<file path="config.mk">
export PLATFORM = sky130hd
export DESIGN_NAME = adcc_top
export DESIGN_NICKNAME = d
export VERILOG_FILES = /design/src/adcc_pkg.sv /design/src/adcc_presc_if.sv /design/src/adcc_top.sv /design/src/adcc_presc.sv /design/src/adcc_pin_in.sv
export SDC_FILE = /design/constraint.sdc
export NUM_CORES = 1
export LEC_CHECK = 0
export BUFFER_PORTS_ARGS = -buffer_cell sky130_fd_sc_hd__buf_2
export CAP_MARGIN = 15
export CORE_MARGIN = 10
export CORE_UTILIZATION = 46
export DETAILED_ROUTE_END_ITERATION = 6
export PLACE_DENSITY = 0.82
export SLEW_MARGIN = 20
export SYNTH_ARGS = -nofsm -noshare
export SYNTH_HDL_FRONTEND = slang
export SYNTH_HIERARCHICAL = 1
export SYNTH_SLANG_ARGS = --single-unit
</file>
<file path="constraint.sdc">
create_clock -name clk -period 4.5 [get_ports clk]
set_clock_uncertainty 0.2 [all_clocks]
set_input_delay 0.45 -clock clk [delete_from_list [all_inputs] [get_ports clk]]
set_output_delay 0.45 -clock clk [all_outputs]
set_load 0.005 [all_outputs]
</file>
<file path="src/adcc_pkg.sv">
// ****************************************************************
// ****************************************************************
package adcc_pkg;

  // ****************************************************************
  // register map, byte addresses
  // ****************************************************************
  localparam logic [4:0] OFS_CTRL_A   = 5'h00;
  localparam logic [4:0] OFS_CTRL_B   = 5'h04;
  localparam logic [4:0] OFS_CHAN_REF = 5'h08;
  localparam logic [4:0] OFS_RES_LOW  = 5'h0C;
  localparam logic [4:0] OFS_RES_HIGH = 5'h10;
  localparam logic [4:0] OFS_PIN_DIS  = 5'h14;
  localparam logic [4:0] OFS_PIN_READ = 5'h18;

  // conv_control_a fields
  localparam int CA_EN   = 7;
  localparam int CA_SC   = 6;
  localparam int CA_ATE  = 5;
  localparam int CA_FLAG = 4;
  localparam int CA_PSEL = 0;
  // conv_control_b fields
  localparam int CB_TSEL = 0;
  // channel_ref_select_reg fields
  localparam int CR_REF_HI = 6;
  localparam int CR_LAR    = 5;
  localparam int CR_REF2   = 4;
  localparam int CR_CHAN   = 0;

  localparam logic [5:0] PIN_DIS_RST = 6'h00;
  localparam int         PIN_W       = 6;

  // conversion lengths in converter clocks
  localparam logic [4:0] CONV_LEN_NORMAL = 5'h0D;
  localparam logic [4:0] CONV_LEN_FIRST  = 5'h19;

  localparam logic [2:0] TSEL_FREE = 3'h0;
  localparam logic [3:0] CHAN_TEMP = 4'hF;

  localparam logic [1:0] REF_SUPPLY = 2'h0;
  localparam logic [1:0] REF_EXT    = 2'h1;
  localparam logic [1:0] REF_INT11  = 2'h2;
  localparam logic [1:0] REF_INT256 = 2'h3;

  typedef enum logic [2:0] {
    ADCC_IDLE = 3'b001,
    ADCC_ARM  = 3'b010,
    ADCC_CONV = 3'b100
  } adcc_state_e;

  typedef struct packed {
    logic       temp;
    logic       diff;
    logic       gain20;
    logic [1:0] pos;
    logic [1:0] neg;
  } adcc_chan_s;

  // codes 0..3 single ended, 15 temperature; codes 4..14 differential, bit3 picks positive pin 2 or 0
  function automatic adcc_chan_s adcc_chan_dec(input logic [3:0] c);
    adcc_chan_s d;
    d.temp   = (c == CHAN_TEMP);
    d.diff   = (c[3:2] != 2'h0) && (c != CHAN_TEMP);
    d.gain20 = d.diff && c[2];
    d.pos    = d.diff ? {c[3], 1'b0} : c[1:0];
    d.neg    = d.diff ? c[1:0] : 2'h0;
    return d;
  endfunction : adcc_chan_dec

  function automatic logic [1:0] adcc_ref_dec(input logic [2:0] r);
    case (r)
      3'h1:    return REF_EXT;
      3'h2:    return REF_INT11;
      3'h6:    return REF_INT256;
      3'h7:    return REF_INT256;
      default: return REF_SUPPLY;
    endcase
  endfunction : adcc_ref_dec

endpackage : adcc_pkg

</file>
<file path="src/adcc_presc_if.sv">
interface adcc_presc_if;
  logic       run;
  logic       clr;
  logic [2:0] sel;
  logic       tick;
  modport ctl (output run, output clr, output sel, input tick);
  modport div (input run, input clr, input sel, output tick);
endinterface : adcc_presc_if

</file>
<file path="src/adcc_top.sv">
module adcc_top (
  // clock and reset
  input  wire logic        clk,
  input  wire logic        sys_rst,
  // avalon-mm slave
  input  wire logic [4:0]  address,
  input  wire logic        read,
  input  wire logic        write,
  input  wire logic [31:0] writedata,
  input  wire logic [3:0]  byteenable,
  output logic      [31:0] readdata,
  output logic             waitrequest,
  // trigger sources, bit 0 unused
  input  wire logic [7:0]  trig_src,
  // analog pins, digital side
  input  wire logic [5:0]  pin_raw,
  output logic      [5:0]  pin_buf_off,
  // analog sampling core
  output logic             core_power,
  output logic             core_start,
  output logic      [3:0]  core_chan,
  output logic             core_temp,
  output logic             core_diff,
  output logic             core_gain20,
  output logic      [1:0]  core_pos,
  output logic      [1:0]  core_neg,
  output logic      [1:0]  core_ref,
  input  wire logic [9:0]  core_value
);

  // ****************************************************************
  // state
  // ****************************************************************
  typedef struct packed {
    adcc_pkg::adcc_state_e st;
    logic [4:0]            cnt;
    logic                  first;
    logic                  en;
    logic                  sc;
    logic                  ate;
    logic                  flag;
    logic [2:0]            psel;
    logic [2:0]            tsel;
    logic                  lar;
    logic [3:0]            chan;
    logic [2:0]            refs;
    logic [3:0]            act_chan;
    logic [2:0]            act_ref;
    logic [5:0]            didr;
    logic [9:0]            res;
    logic                  lock;
    logic                  trig_q;
    logic                  resp;
    logic [7:0]            rdata;
    logic                  start;
    adcc_pkg::adcc_chan_s  dec;
    logic [1:0]            ref_src;
  } adcc_top_s;

  localparam adcc_top_s TOP_RST = '{st: adcc_pkg::ADCC_IDLE, first: 1'b1, default: '0};

  adcc_top_s   r_r;
  adcc_top_s   r_nxt;
  logic        acc;
  logic        take;
  logic        wr;
  logic        wr_a;
  logic        start_req;
  logic        trig_lvl;
  logic        trig_edge;
  logic        done;
  logic        free_run;
  logic        clr_presc;
  logic [4:0]  len;
  logic [7:0]  rd_mux;
  logic [5:0]  pin_read;

  adcc_presc_if pif ();

  adcc_presc u_presc (
    .clk     (clk),
    .sys_rst (sys_rst),
    .pif     (pif)
  );

  adcc_pin_in #(
    .W (adcc_pkg::PIN_W)
  ) u_pin (
    .clk      (clk),
    .sys_rst  (sys_rst),
    .pin_raw  (pin_raw),
    .mask     (r_r.didr),
    .pin_read (pin_read)
  );

  assign pif.run = r_r.en;
  assign pif.clr = clr_presc;
  assign pif.sel = r_r.psel;

  // ****************************************************************
  // read mux
  // ****************************************************************
  always_comb
  begin
    case (address)
      adcc_pkg::OFS_CTRL_A:   rd_mux = {r_r.en, r_r.sc, r_r.ate, r_r.flag, 1'b0, r_r.psel};
      adcc_pkg::OFS_CTRL_B:   rd_mux = {5'h00, r_r.tsel};
      adcc_pkg::OFS_CHAN_REF: rd_mux = {r_r.refs[1:0], r_r.lar, r_r.refs[2], r_r.chan};
      adcc_pkg::OFS_RES_LOW:  rd_mux = r_r.lar ? {r_r.res[1:0], 6'h00} : r_r.res[7:0];
      adcc_pkg::OFS_RES_HIGH: rd_mux = r_r.lar ? r_r.res[9:2] : {6'h00, r_r.res[9:8]};
      adcc_pkg::OFS_PIN_DIS:  rd_mux = {2'h0, r_r.didr};
      adcc_pkg::OFS_PIN_READ: rd_mux = {2'h0, pin_read};
      default:                rd_mux = 8'h00;
    endcase
  end

  // ****************************************************************
  // next state
  // ****************************************************************
  always_comb
  begin
    r_nxt     = r_r;
    r_nxt.start = 1'b0;
    clr_presc = 1'b0;
    acc       = read || write;
    take      = acc && r_r.resp;
    r_nxt.resp = acc && !r_r.resp;
    wr        = take && write && byteenable[0];
    wr_a      = wr && (address == adcc_pkg::OFS_CTRL_A);
    start_req = wr_a && writedata[adcc_pkg::CA_SC] && writedata[adcc_pkg::CA_EN];
    free_run  = r_r.ate && (r_r.tsel == adcc_pkg::TSEL_FREE);
    trig_lvl  = (r_r.tsel != adcc_pkg::TSEL_FREE) && trig_src[r_r.tsel];
    // edge detect only, a level held high starts nothing
    trig_edge = trig_lvl && !r_r.trig_q;
    r_nxt.trig_q = trig_lvl;
    len  = r_r.first ? adcc_pkg::CONV_LEN_FIRST : adcc_pkg::CONV_LEN_NORMAL;
    done = (r_r.st == adcc_pkg::ADCC_CONV) && pif.tick && (r_r.cnt == len - 5'h01);

    if (acc && !r_r.resp)
    begin
      r_nxt.rdata = rd_mux;
    end

    if (take && read && (address == adcc_pkg::OFS_RES_LOW))
    begin
      r_nxt.lock = 1'b1;
    end
    if (take && read && (address == adcc_pkg::OFS_RES_HIGH))
    begin
      r_nxt.lock = 1'b0;
    end

    if (wr_a)
    begin
      r_nxt.en   = writedata[adcc_pkg::CA_EN];
      r_nxt.ate  = writedata[adcc_pkg::CA_ATE];
      r_nxt.psel = writedata[adcc_pkg::CA_PSEL +: 3];
      if (writedata[adcc_pkg::CA_FLAG])
      begin
        r_nxt.flag = 1'b0;
      end
    end
    if (wr && (address == adcc_pkg::OFS_CTRL_B))
    begin
      r_nxt.tsel = writedata[adcc_pkg::CB_TSEL +: 3];
    end
    if (wr && (address == adcc_pkg::OFS_CHAN_REF))
    begin
      r_nxt.chan = writedata[adcc_pkg::CR_CHAN +: 4];
      r_nxt.lar  = writedata[adcc_pkg::CR_LAR];
      r_nxt.refs = {writedata[adcc_pkg::CR_REF2], writedata[adcc_pkg::CR_REF_HI +: 2]};
    end
    if (wr && (address == adcc_pkg::OFS_PIN_DIS))
    begin
      r_nxt.didr = writedata[5:0];
    end

    // selections pass only while enabled; frozen in a conversion until it ends
    if (r_r.en && ((r_r.st != adcc_pkg::ADCC_CONV) || done))
    begin
      r_nxt.act_chan = r_r.chan;
      r_nxt.act_ref  = r_r.refs;
    end
    r_nxt.dec     = adcc_pkg::adcc_chan_dec(r_nxt.act_chan);
    r_nxt.ref_src = adcc_pkg::adcc_ref_dec(r_nxt.act_ref);

    case (r_r.st)
      adcc_pkg::ADCC_IDLE:
      begin
        // software start, also under auto trigger
        if (start_req)
        begin
          r_nxt.sc = 1'b1;
          r_nxt.st = adcc_pkg::ADCC_ARM;
        end
        // trigger edge resets prescaler and starts
        else if (r_r.ate && r_r.en && trig_edge)
        begin
          clr_presc   = 1'b1;
          r_nxt.sc    = 1'b1;
          r_nxt.cnt   = 5'h00;
          r_nxt.start = 1'b1;
          r_nxt.st    = adcc_pkg::ADCC_CONV;
        end
      end
      adcc_pkg::ADCC_ARM:
      begin
        // start waits for the next converter clock
        if (pif.tick)
        begin
          r_nxt.cnt   = 5'h00;
          r_nxt.start = 1'b1;
          r_nxt.st    = adcc_pkg::ADCC_CONV;
        end
      end
      adcc_pkg::ADCC_CONV:
      begin
        // trigger edges not looked at here
        if (done)
        begin
          if (!r_nxt.lock)
          begin
            r_nxt.res = core_value;
          end
          // flag set wins over a clear
          r_nxt.flag  = 1'b1;
          r_nxt.first = 1'b0;
          r_nxt.cnt   = 5'h00;
          // done flag as trigger restarts at once
          if (free_run)
          begin
            r_nxt.start = 1'b1;
          end
          else
          begin
            r_nxt.sc = 1'b0;
            r_nxt.st = adcc_pkg::ADCC_IDLE;
          end
        end
        else if (pif.tick)
        begin
          r_nxt.cnt = r_r.cnt + 5'h01;
        end
      end
      default:
      begin
        r_nxt.st = adcc_pkg::ADCC_IDLE;
      end
    endcase

    // switching off aborts and rearms the long first conversion
    if (!r_nxt.en)
    begin
      r_nxt.st    = adcc_pkg::ADCC_IDLE;
      r_nxt.sc    = 1'b0;
      r_nxt.cnt   = 5'h00;
      r_nxt.first = 1'b1;
      r_nxt.start = 1'b0;
    end
  end

  always_ff @(posedge clk)
  begin
    if (sys_rst)
      r_r <= TOP_RST;
    else
      r_r <= r_nxt;
  end

  // ****************************************************************
  // outputs
  // ****************************************************************
  assign waitrequest = acc && !r_r.resp;
  assign readdata    = {24'h00_0000, r_r.rdata};
  assign pin_buf_off = r_r.didr;
  assign core_power  = r_r.en;
  assign core_start  = r_r.start;
  assign core_chan   = r_r.act_chan;
  assign core_temp   = r_r.dec.temp;
  assign core_diff   = r_r.dec.diff;
  assign core_gain20 = r_r.dec.gain20;
  assign core_pos    = r_r.dec.pos;
  assign core_neg    = r_r.dec.neg;
  assign core_ref    = r_r.ref_src;

  // ****************************************************************
  // checks
  // ****************************************************************
  logic [4:0] ticks_seen;
  always_ff @(posedge clk)
  begin
    if (sys_rst || r_r.start)
      ticks_seen <= 5'h00;
    else if (pif.tick && (r_r.st == adcc_pkg::ADCC_CONV))
      ticks_seen <= ticks_seen + 5'h01;
  end

  AST_LEN: assert property (@(posedge clk) disable iff (sys_rst)
    done |-> (ticks_seen == (r_r.first ? 5'h18 : 5'h0C))) else $error("wrong length");
  AST_LOCK_HOLD: assert property (@(posedge clk) disable iff (sys_rst)
    (done && r_r.lock && !(take && read && address == adcc_pkg::OFS_RES_HIGH))
    |=> $stable(r_r.res)) else $error("result updated while blocked");
  AST_UNLOCK: assert property (@(posedge clk) disable iff (sys_rst)
    (take && read && address == adcc_pkg::OFS_RES_HIGH) |=> !r_r.lock)
    else $error("high read did not unblock");
  AST_FLAG_SET: assert property (@(posedge clk) disable iff (sys_rst)
    (done && r_r.en && !(wr_a && !writedata[adcc_pkg::CA_EN])) |=> r_r.flag)
    else $error("flag not set at completion");
  AST_SC_CLEAR: assert property (@(posedge clk) disable iff (sys_rst)
    (done && !free_run) |=> (!r_r.sc && r_r.st == adcc_pkg::ADCC_IDLE))
    else $error("start bit not cleared");
  AST_SC_BUSY: assert property (@(posedge clk) disable iff (sys_rst)
    (r_r.st != adcc_pkg::ADCC_IDLE) |-> r_r.sc) else $error("start bit low in conversion");
  AST_CHAN_HOLD: assert property (@(posedge clk) disable iff (sys_rst)
    (r_r.st == adcc_pkg::ADCC_CONV && !done) |=> $stable(r_r.act_chan))
    else $error("channel changed in conversion");
  AST_OFF_HOLD: assert property (@(posedge clk) disable iff (sys_rst)
    !r_r.en |=> $stable(r_r.act_ref) && $stable(r_r.act_chan))
    else $error("selection applied while off");
  AST_TRIG_START: assert property (@(posedge clk) disable iff (sys_rst)
    (r_r.st == adcc_pkg::ADCC_IDLE && !start_req && r_r.ate && r_r.en && trig_edge
     && !(wr_a && !writedata[adcc_pkg::CA_EN]))
    |=> (r_r.st == adcc_pkg::ADCC_CONV && r_r.start)) else $error("trigger did not start");
  AST_BUSY_IGNORE: assert property (@(posedge clk) disable iff (sys_rst)
    (r_r.st == adcc_pkg::ADCC_CONV && trig_edge && !done && r_r.en && !r_r.start)
    |=> !r_r.start) else $error("edge restarted a busy conversion");
  AST_FREE_RUN: assert property (@(posedge clk) disable iff (sys_rst)
    (done && free_run && r_r.en && !wr_a) |=> (r_r.start && r_r.sc))
    else $error("free running did not restart");

  COV_FREE: cover property (@(posedge clk) disable iff (sys_rst) done && free_run);
  COV_DROP: cover property (@(posedge clk) disable iff (sys_rst) done && r_r.lock);
  COV_TRIG: cover property (@(posedge clk) disable iff (sys_rst)
    r_r.st == adcc_pkg::ADCC_IDLE && r_r.ate && r_r.en && trig_edge);
  COV_FIRST: cover property (@(posedge clk) disable iff (sys_rst) done && r_r.first);

endmodule : adcc_top

</file>
<file path="src/adcc_presc.sv">
// divides clk by 2**sel (sel 0 acts as 1) and emits a one-cycle tick
module adcc_presc (
  // clock and reset
  input wire logic clk,
  input wire logic sys_rst,
  // control
  adcc_presc_if.div pif
);
  typedef struct packed {
    logic [6:0] cnt;
  } adcc_presc_s;

  adcc_presc_s r_r;
  adcc_presc_s r_nxt;
  logic [6:0]  limit;

  always_comb
  begin
    r_nxt = r_r;
    limit = 7'((8'h01 << ((pif.sel == 3'h0) ? 3'h1 : pif.sel)) - 8'h01);
    pif.tick = pif.run && !pif.clr && (r_r.cnt == limit);
    if (!pif.run || pif.clr || pif.tick)
    begin
      r_nxt.cnt = 7'h00;
    end
    else
    begin
      r_nxt.cnt = r_r.cnt + 7'h01;
    end
  end

  always_ff @(posedge clk)
  begin
    if (sys_rst)
      r_r <= '0;
    else
      r_r <= r_nxt;
  end

  AST_PRESC_OFF: assert property (@(posedge clk) disable iff (sys_rst)
    !pif.run |-> !pif.tick) else $error("prescaler ticked while off");

endmodule : adcc_presc

</file>
<file path="src/adcc_pin_in.sv">
// pins come from outside the clock domain: two flops before use
module adcc_pin_in #(
  parameter int W = 6
) (
  // clock and reset
  input  wire logic         clk,
  input  wire logic         sys_rst,
  // pins and mask
  input  wire logic [W-1:0] pin_raw,
  input  wire logic [W-1:0] mask,
  // port value
  output logic      [W-1:0] pin_read
);
  typedef struct packed {
    logic [W-1:0] s1;
    logic [W-1:0] s2;
    logic [W-1:0] val;
  } adcc_pin_s;

  adcc_pin_s r_r;
  adcc_pin_s r_nxt;

  always_comb
  begin
    r_nxt    = r_r;
    r_nxt.s1 = pin_raw;
    r_nxt.s2 = r_r.s1;
    r_nxt.val = r_r.s2 & ~mask;
  end

  always_ff @(posedge clk)
  begin
    if (sys_rst)
      r_r <= '0;
    else
      r_r <= r_nxt;
  end

  assign pin_read = r_r.val;

  AST_PIN_ZERO: assert property (@(posedge clk) disable iff (sys_rst)
    ##1 ((pin_read & $past(mask)) == '0)) else $error("disabled pin read nonzero");

endmodule : adcc_pin_in

</file>
# Word level (Yosys, flattened, before mapping)
# Index checks and enable logic that the tools add are counted.
# word_totals
output_inout_bits,54
elab_cells,157
latch_bits,0
romBits,0
register_bits,96
inputBits,69
memories,0
ram_bits,0
# classes
bitwise_logic,5
reduce_logical,50
eq_ne,25
n_mul,0
add_sub_neg,4
shift,1
n_lt_le_gt_ge,1
muxes,39
div_mod_pow,0
# op_table
operator,count
case mux 8 bit (7 select lines),1
2-to-1 mux 8 bit,4
logical AND 1 bit,25
2-to-1 mux 5 bit,4
2-to-1 mux 1 bit,17
== test 5 bit (second input constant),3
case mux 5 bit (3 select lines),1
2-to-1 mux 3 bit,4
== test 5 x 4 -> 1 bit (second input constant),2
!= test 2 bit (second input constant),5
OR reduction 2 bit,5
== test 3 bit (second input constant),3
!= test 3 bit (second input constant),3
case mux 3 bit (3 select lines),1
AND reduction 4 bit,2
adder 7 x 1 -> 7 bit (second input constant),1
== test 7 bit,1
2-to-1 mux 7 bit,1
left shift 1 x 3 -> 7 bit (first input constant),1
subtractor 7 x 1 -> 7 bit (second input constant),1
bitwise AND 6 bit,1
== test 3 x 1 -> 1 bit (second input constant),2
== test 3 x 2 -> 1 bit (second input constant),2
logical NOT 3 bit,2
23 further kinds,33

# Logic depth before layout (Yosys ltp)
# logic_depth
word_depth,21
mapped_depth,14
ltp_nobuf,10

# Cells and area by module
# The synthesis kept the hierarchy.
# by_module_without_submodules
module,seq_area_each_um2,area_each_um2,cells_per_inst,instances
adcc_top,1421.4,3723.6,426,1
adcc_pin_in,360.3,575.6,43,1
adcc_presc,140.1,471.7,56,1

# Least setup slack after synthesis
# No wires, ideal clock.
# synth_path
kind,register -> register
startpoint,"register r_r, in the netlist pif.sel[2]"
endpoint,"register r_r, in the netlist core_neg[1]"
path_buffers,4
t_required_ps,4168
t_arrival_ps,2822
synth_period_minus_slack_ps,3155
path_stages_with_launch,15
setup_slack_ps,1345
setup_time_ps,132
path_cell_list,dfxtp_1 buf_2 or2_1 ha_1 xnor2_2 o211ai_1 a221oi_2 and3b_1 clkbuf_1 o2111ai_1 a21o_1 buf_2 buf_2 nand3_1 a21oi_1
# synth_between
elab_chain_cells,15
word_cells_on_any_way,16
cone_classes,add/sub: 1; eq/ne: 2; shift: 1; mux: 2; bitwise: 1; reduce/logical: 9
# synth_lines
item,line,rtl
from (decl),adcc_top.sv:62,adcc_top_s r_r;
from (signal assigned),adcc_top.sv:267,r_r <= r_nxt;
logical NOT 3 bit,adcc_presc.sv:20,limit = 7'((8'h01 << ((pif.sel == 3'h0) ? 3'h1 : pif.sel)) - 8'h01);
2-to-1 mux 3 bit (*),adcc_presc.sv:20,
left shift 1 x 3 -> 7 bit (*),adcc_presc.sv:20,
subtractor 7 x 1 -> 7 bit (*),adcc_presc.sv:20,
== test 7 bit (*),adcc_presc.sv:21,pif.tick = pif.run && !pif.clr && (r_r.cnt == limit);
logical AND 1 bit (*),adcc_presc.sv:21,
net pif.tick,adcc_presc_if.sv:5,logic tick;
logical AND 1 bit (*),--,
logical AND 1 bit (*),adcc_top.sv:137,done = (r_r.st == adcc_pkg::ADCC_CONV) && pif.tick && (r_r.cnt == len - 5'h01);
logical OR 1 bit (*),adcc_top.sv:179,if (r_r.en && ((r_r.st != adcc_pkg::ADCC_CONV) || done))
logical AND 1 bit (*),adcc_top.sv:179,
2-to-1 mux 7 bit (*),adcc_top.sv:179,
!= test 4 bit / nonzero test 2 bit (equally long branches),adcc_pkg.sv:63,d.diff = (c[3:2] != 2'h0) && (c != CHAN_TEMP);
logical AND 1 bit,adcc_pkg.sv:63,
inverter 1 bit (no line),--,
OR reduction 2 bit (no line),--,
# Mark *: on every way through the listed nets, which the timed path passes. The rest lies on a longest branch.
# A chain may end at the register's enable or synchronous reset.

# Worst setup path in the final report
# layout_path
startpoint,"register r_r, in the netlist pif.sel[2]"
endpoint,"register r_r, in the netlist core_temp"
# layout_between
elab_chain_cells,12
# layout_lines
item,line,rtl
logical NOT 3 bit,adcc_presc.sv:20,
2-to-1 mux 3 bit (*),adcc_presc.sv:20,
left shift 1 x 3 -> 7 bit (*),adcc_presc.sv:20,
subtractor 7 x 1 -> 7 bit (*),adcc_presc.sv:20,
== test 7 bit (*),adcc_presc.sv:21,
logical AND 1 bit (*),adcc_presc.sv:21,
net pif.tick,adcc_presc_if.sv:5,
logical AND 1 bit (*),--,
logical AND 1 bit (*),adcc_top.sv:137,
logical OR 1 bit (*),adcc_top.sv:179,
logical AND 1 bit (*),adcc_top.sv:179,
2-to-1 mux 7 bit (*),adcc_top.sv:179,
== test 4 bit (*),adcc_pkg.sv:62,d.temp = (c == CHAN_TEMP);
# Marked as above.

==> flow_metrics.py <==
metrics = {
    "setup_path": {
        "path_buf_inv": 0,
        "cp-end-kind": "flop",
        "critPathMaxStageDelay_ns": 0.54,
        "cp_max_fo": 17,
        "cp.arrival_ns": 3.77,
        "cp_slowest_cell": "a221oi_2",
        "start_kind": "flop",
        "r2r-end": "core_temp",
        "required_ns": 4.61,
        "crit_type": "flop to flop",
        "startpoint": "pif.sel[2]",
        "reg2reg_depth": 10,
        "reg2reg_slack_ns": 0.84,
        "r2r_start": "pif.sel[2]",
        "cp_top_family": "compound AO/OA/AOI/OAI gates",
        "worst-path-stages": 10,
        "cp-endpoint": "core_temp",
        "path_cells": "or2_1 > ha_1 > xnor2_2 > o211ai_1 > a221oi_2 > and3b_1 > o2111ai_1 > a21o_1 > mux2_2 > nor2_1",
    },
    "logic_synthesis": {
        "yosys-top-cells-area": "dfxtp_1 40%, buf_4 9.1%, mux2i_1 5.7%",
        "synthDominantCellAreaShare_pct": 40.3,
        "synth-seq-area-share_pct": 40.3,
        "synth-async-reset-ratio_pct": 0,
        "yosysWarnings": 6,
        "synth_flop_cell": "dfxtp_1",
        "ys_ff_latch": 96,
        "synth-edff-count": 0,
        "yosys.cell_types.count": 62,
        "synth_top_cell_by_area": "dfxtp_1",
        "syn_area_um2": 4770,
        "synth_cells": 525,
        "avgSynthCellArea_um2": 9.09,
    },
    "sta": {
        "max_slew_margin_pct": 47.6,
        "slew_violations": 0,
        "max_freq_mhz": 273,
        "hold_violations": 0,
        "setup_viol": 0,
        "fin_crit_ns": 3.66,
        "rsz0062_at_grt": "no",
        "timing.hold.ws_ns": 0.0646,
        "tns_ns": 0,
        "period_share_pct": 81.4,
        "worst_pin_slew_ns": 0.784,
    },
    "cells_and_area": {
        "drive_gt1_share_pct": 19.9,
        "area_growth_syn_to_layout_pct": 6.22,
        "nets": 626,
        "fill_cells": 934,
        "final_cells": 695,
    },
    "place": {
        "detailed_place_hpwl_um": 8600,
        "portBuffers": 70,
        "place_inst": 678,
        "routabilityCongestion": 0.924,
    },
    "routing": {
        "ant_nets": 0,
        "wl_per_cell_um": 16.4,
        "routed_wl_um": 11400,
        "dr.first_iter.drc_count": 382,
        "vias": 3773,
        "first_pass_iters": 6,
        "drc_errors": 0,
        "vias_per_cell": 5.43,
    },
    "floorplanning": {
        "io_pins": 123,
        "die-area_um2": 14800,
        "core_region_area_um2": 10200,
        "initial_core_util_pct": 46.6,
        "die_w_um": 122,
        "die_height_um": 122,
        "num_rows": 37,
    },
    "clock_tree": {
        "clockRootBuffer": "clkbuf_8",
        "cts.clk_slew.worst_paths_ns": 0.10,
        "cts_setup_buffers": 0,
        "clkSinkCount": 96,
        "cts_buffer_depth": 2,
        "holdBufCountCts": 0,
        "cts_tree": "built",
        "h-tree-depth": 3,
        "ctsResizeCount": 0,
        "clk_latency_ns": 0.38,
        "cts-buffers-inserted": 9,
    },
    "power": {
        "p_leak_nw": 2.16,
        "power.density_nw_per_um2": 295,
        "p_clk_share_pct": 37.8,
        "internal_power_mw": 1.11,
        "switching_share_pct": 25.7,
        "combPwrFrac_pct": 4.7,
        "p_seq_share_pct": 57.5,
        "p_sw_mw": 0.384,
        "max-vdd-ir-drop_v": 0.000233,
    },
    "global_route": {
        "overflow": 0,
        "grt_start_max_net_pins": 69,
        "antenna_found_initial": 1,
        "grt_use_total_pct": 15.2,
        "grt_pass1_vias": 3805,
        "grt_pass1_wl_um": 18200,
    },
    "hold_path": {
        "min_path_cells": 2,
        "hold_path_class": "input pin to flop",
    },
    "outcome": {
        "status": "finished, final reports clean",
    },
    "flow_run": {
        "cap_violations": 0,
    },
}
cell type report:
type	instances	area, um^2	share of cell area (%)
repair buffers	73	373	7.36
diodes	1	2.50	0.0494
inverters	8	30.0	0.593
clock buffers	10	138	2.72
well taps	136	170	3.36
flip-flops and latches	96	1920	37.9
multi-input cells	365	2380	46.9
clock inverters	6	56.3	1.11
flip-flops by register name, summed over array words and instances (netlist names):
| name | count |
|---|---|
| pin_buf_off | 6 |
| core_neg | 2 |
| pif.sel | 3 |
| core_ref | 2 |
| r_r | 39 |
| u_pin/pin_read | 6 |
| core_pos | 2 |
| u_presc/r_r | 7 |
| core_power | 1 |
| core_temp | 1 |
| u_pin/r_nxt | 6 |
| core_diff | 1 |
| core_start | 1 |
| readdata | 8 |
| u_pin/r_r | 6 |
| core_gain20 | 1 |
| core_chan | 4 |
stage by stage:
| stage | setup WS (ns) | instance area (um^2) | power, mW | utilization [%] |
|---|---|---|---|---|
| finish | 0.839 | 5070 | 1.49 | 49.5 |
| global route | 0.621 | 5070 | 1.55 | 49.5 |
| CTS | 0.875 | 5060 | 1.50 | 49.4 |
| detailed placement | 0.914 | 4860 | 0.947 | 47.5 |
| global placement | 1.02 | 4860 | 0.945 | 47.5 |
| floorplan | 1.35 | 4860 | 0.932 | - |
metal layers:
metal  routed length [um]  up-vias  track usage [%]
met1                 4590     1774             17.2
met4                  220        0             5.74
met3                  722       21             4.12
met5                    0        -                0
li1                     -     1825                -
met2                 5850      153             26.6
cells in the mapped netlist, drive strengths merged (7+ instances only):
master	count
clkbuf	12
xnor2	8
buf	67
a21o	9
inv	8
mux2i	27
a22oi	10
and2b	7
nor2	43
nand3	31
nor2b	10
dfxtp	96
nor3	10
o21ai	8
nand2	46
a21oi	29
nor3b	16
worst register-to-register path, delay by kind of cell, from the launching register on:
| family | cells | cell delay [ns] |
|---|---|---|
| mux | 1 | 0.35 |
| xor+xnor | 1 | 0.18 |
| simple gates | 3 | 0.82 |
| flops | 1 | 0.44 |
| compound gates | 4 | 1.40 |
| fa+ha+maj | 1 | 0.21 |
power groups by stage:
stage	Combinational, mW	Clock, mW	Sequential (mW)
after floorplan	0.0543	0	0.878
after global placement	0.0664	0	0.879
after detailed placement	0.0679	0	0.879
after CTS	0.0681	0.568	0.859
after global routing	0.0775	0.615	0.861
final	0.0706	0.565	0.859
cells by family (layout without fill, tap and decap cells):
family	Yosys count	in the layout	synth area share, %
AND/OR/NAND/NOR	197	197	23.1
AO/OA/AOI/OAI	96	96	14.2
flip-flops	96	96	40.3
buffers and inverters	87	97	11.9
multiplexers	32	32	7.08
XOR/XNOR	11	11	2.18
adder cells (fa/ha/maj)	4	4	1.05
other	2	26	0.157
layout by cell type (no fill, tap or decap), types with 9 or more instances in the layout:
master and instances:
a22oi_1 10, mux2i_1 27, conb_1 25, a21oi_1 29, buf_2 70, a21o_1 9
nor3_1 9, nand2_1 46, nor2_1 43, clkbuf_8 10, dfxtp_1 96, nor2b_1 10
nand3_1 31
worst min path at each step:
| stage | from | to |
|---|---|---|
| 2_1_floorplan | u_pin/r_nxt[11] | u_pin/r_r[11] |
| 3_3_place_gp | u_pin/r_nxt[8] | u_pin/r_r[8] |
| 3_5_place_dp | u_pin/r_nxt[7] | u_pin/r_r[7] |
| 4_1_cts | pin_raw[5] | u_pin/r_nxt[11] |
| 5_1_grt | pin_raw[4] | u_pin/r_nxt[10] |
| 6_report | pin_raw[5] | u_pin/r_nxt[11] |
Power figures use the tool's default switching activity.
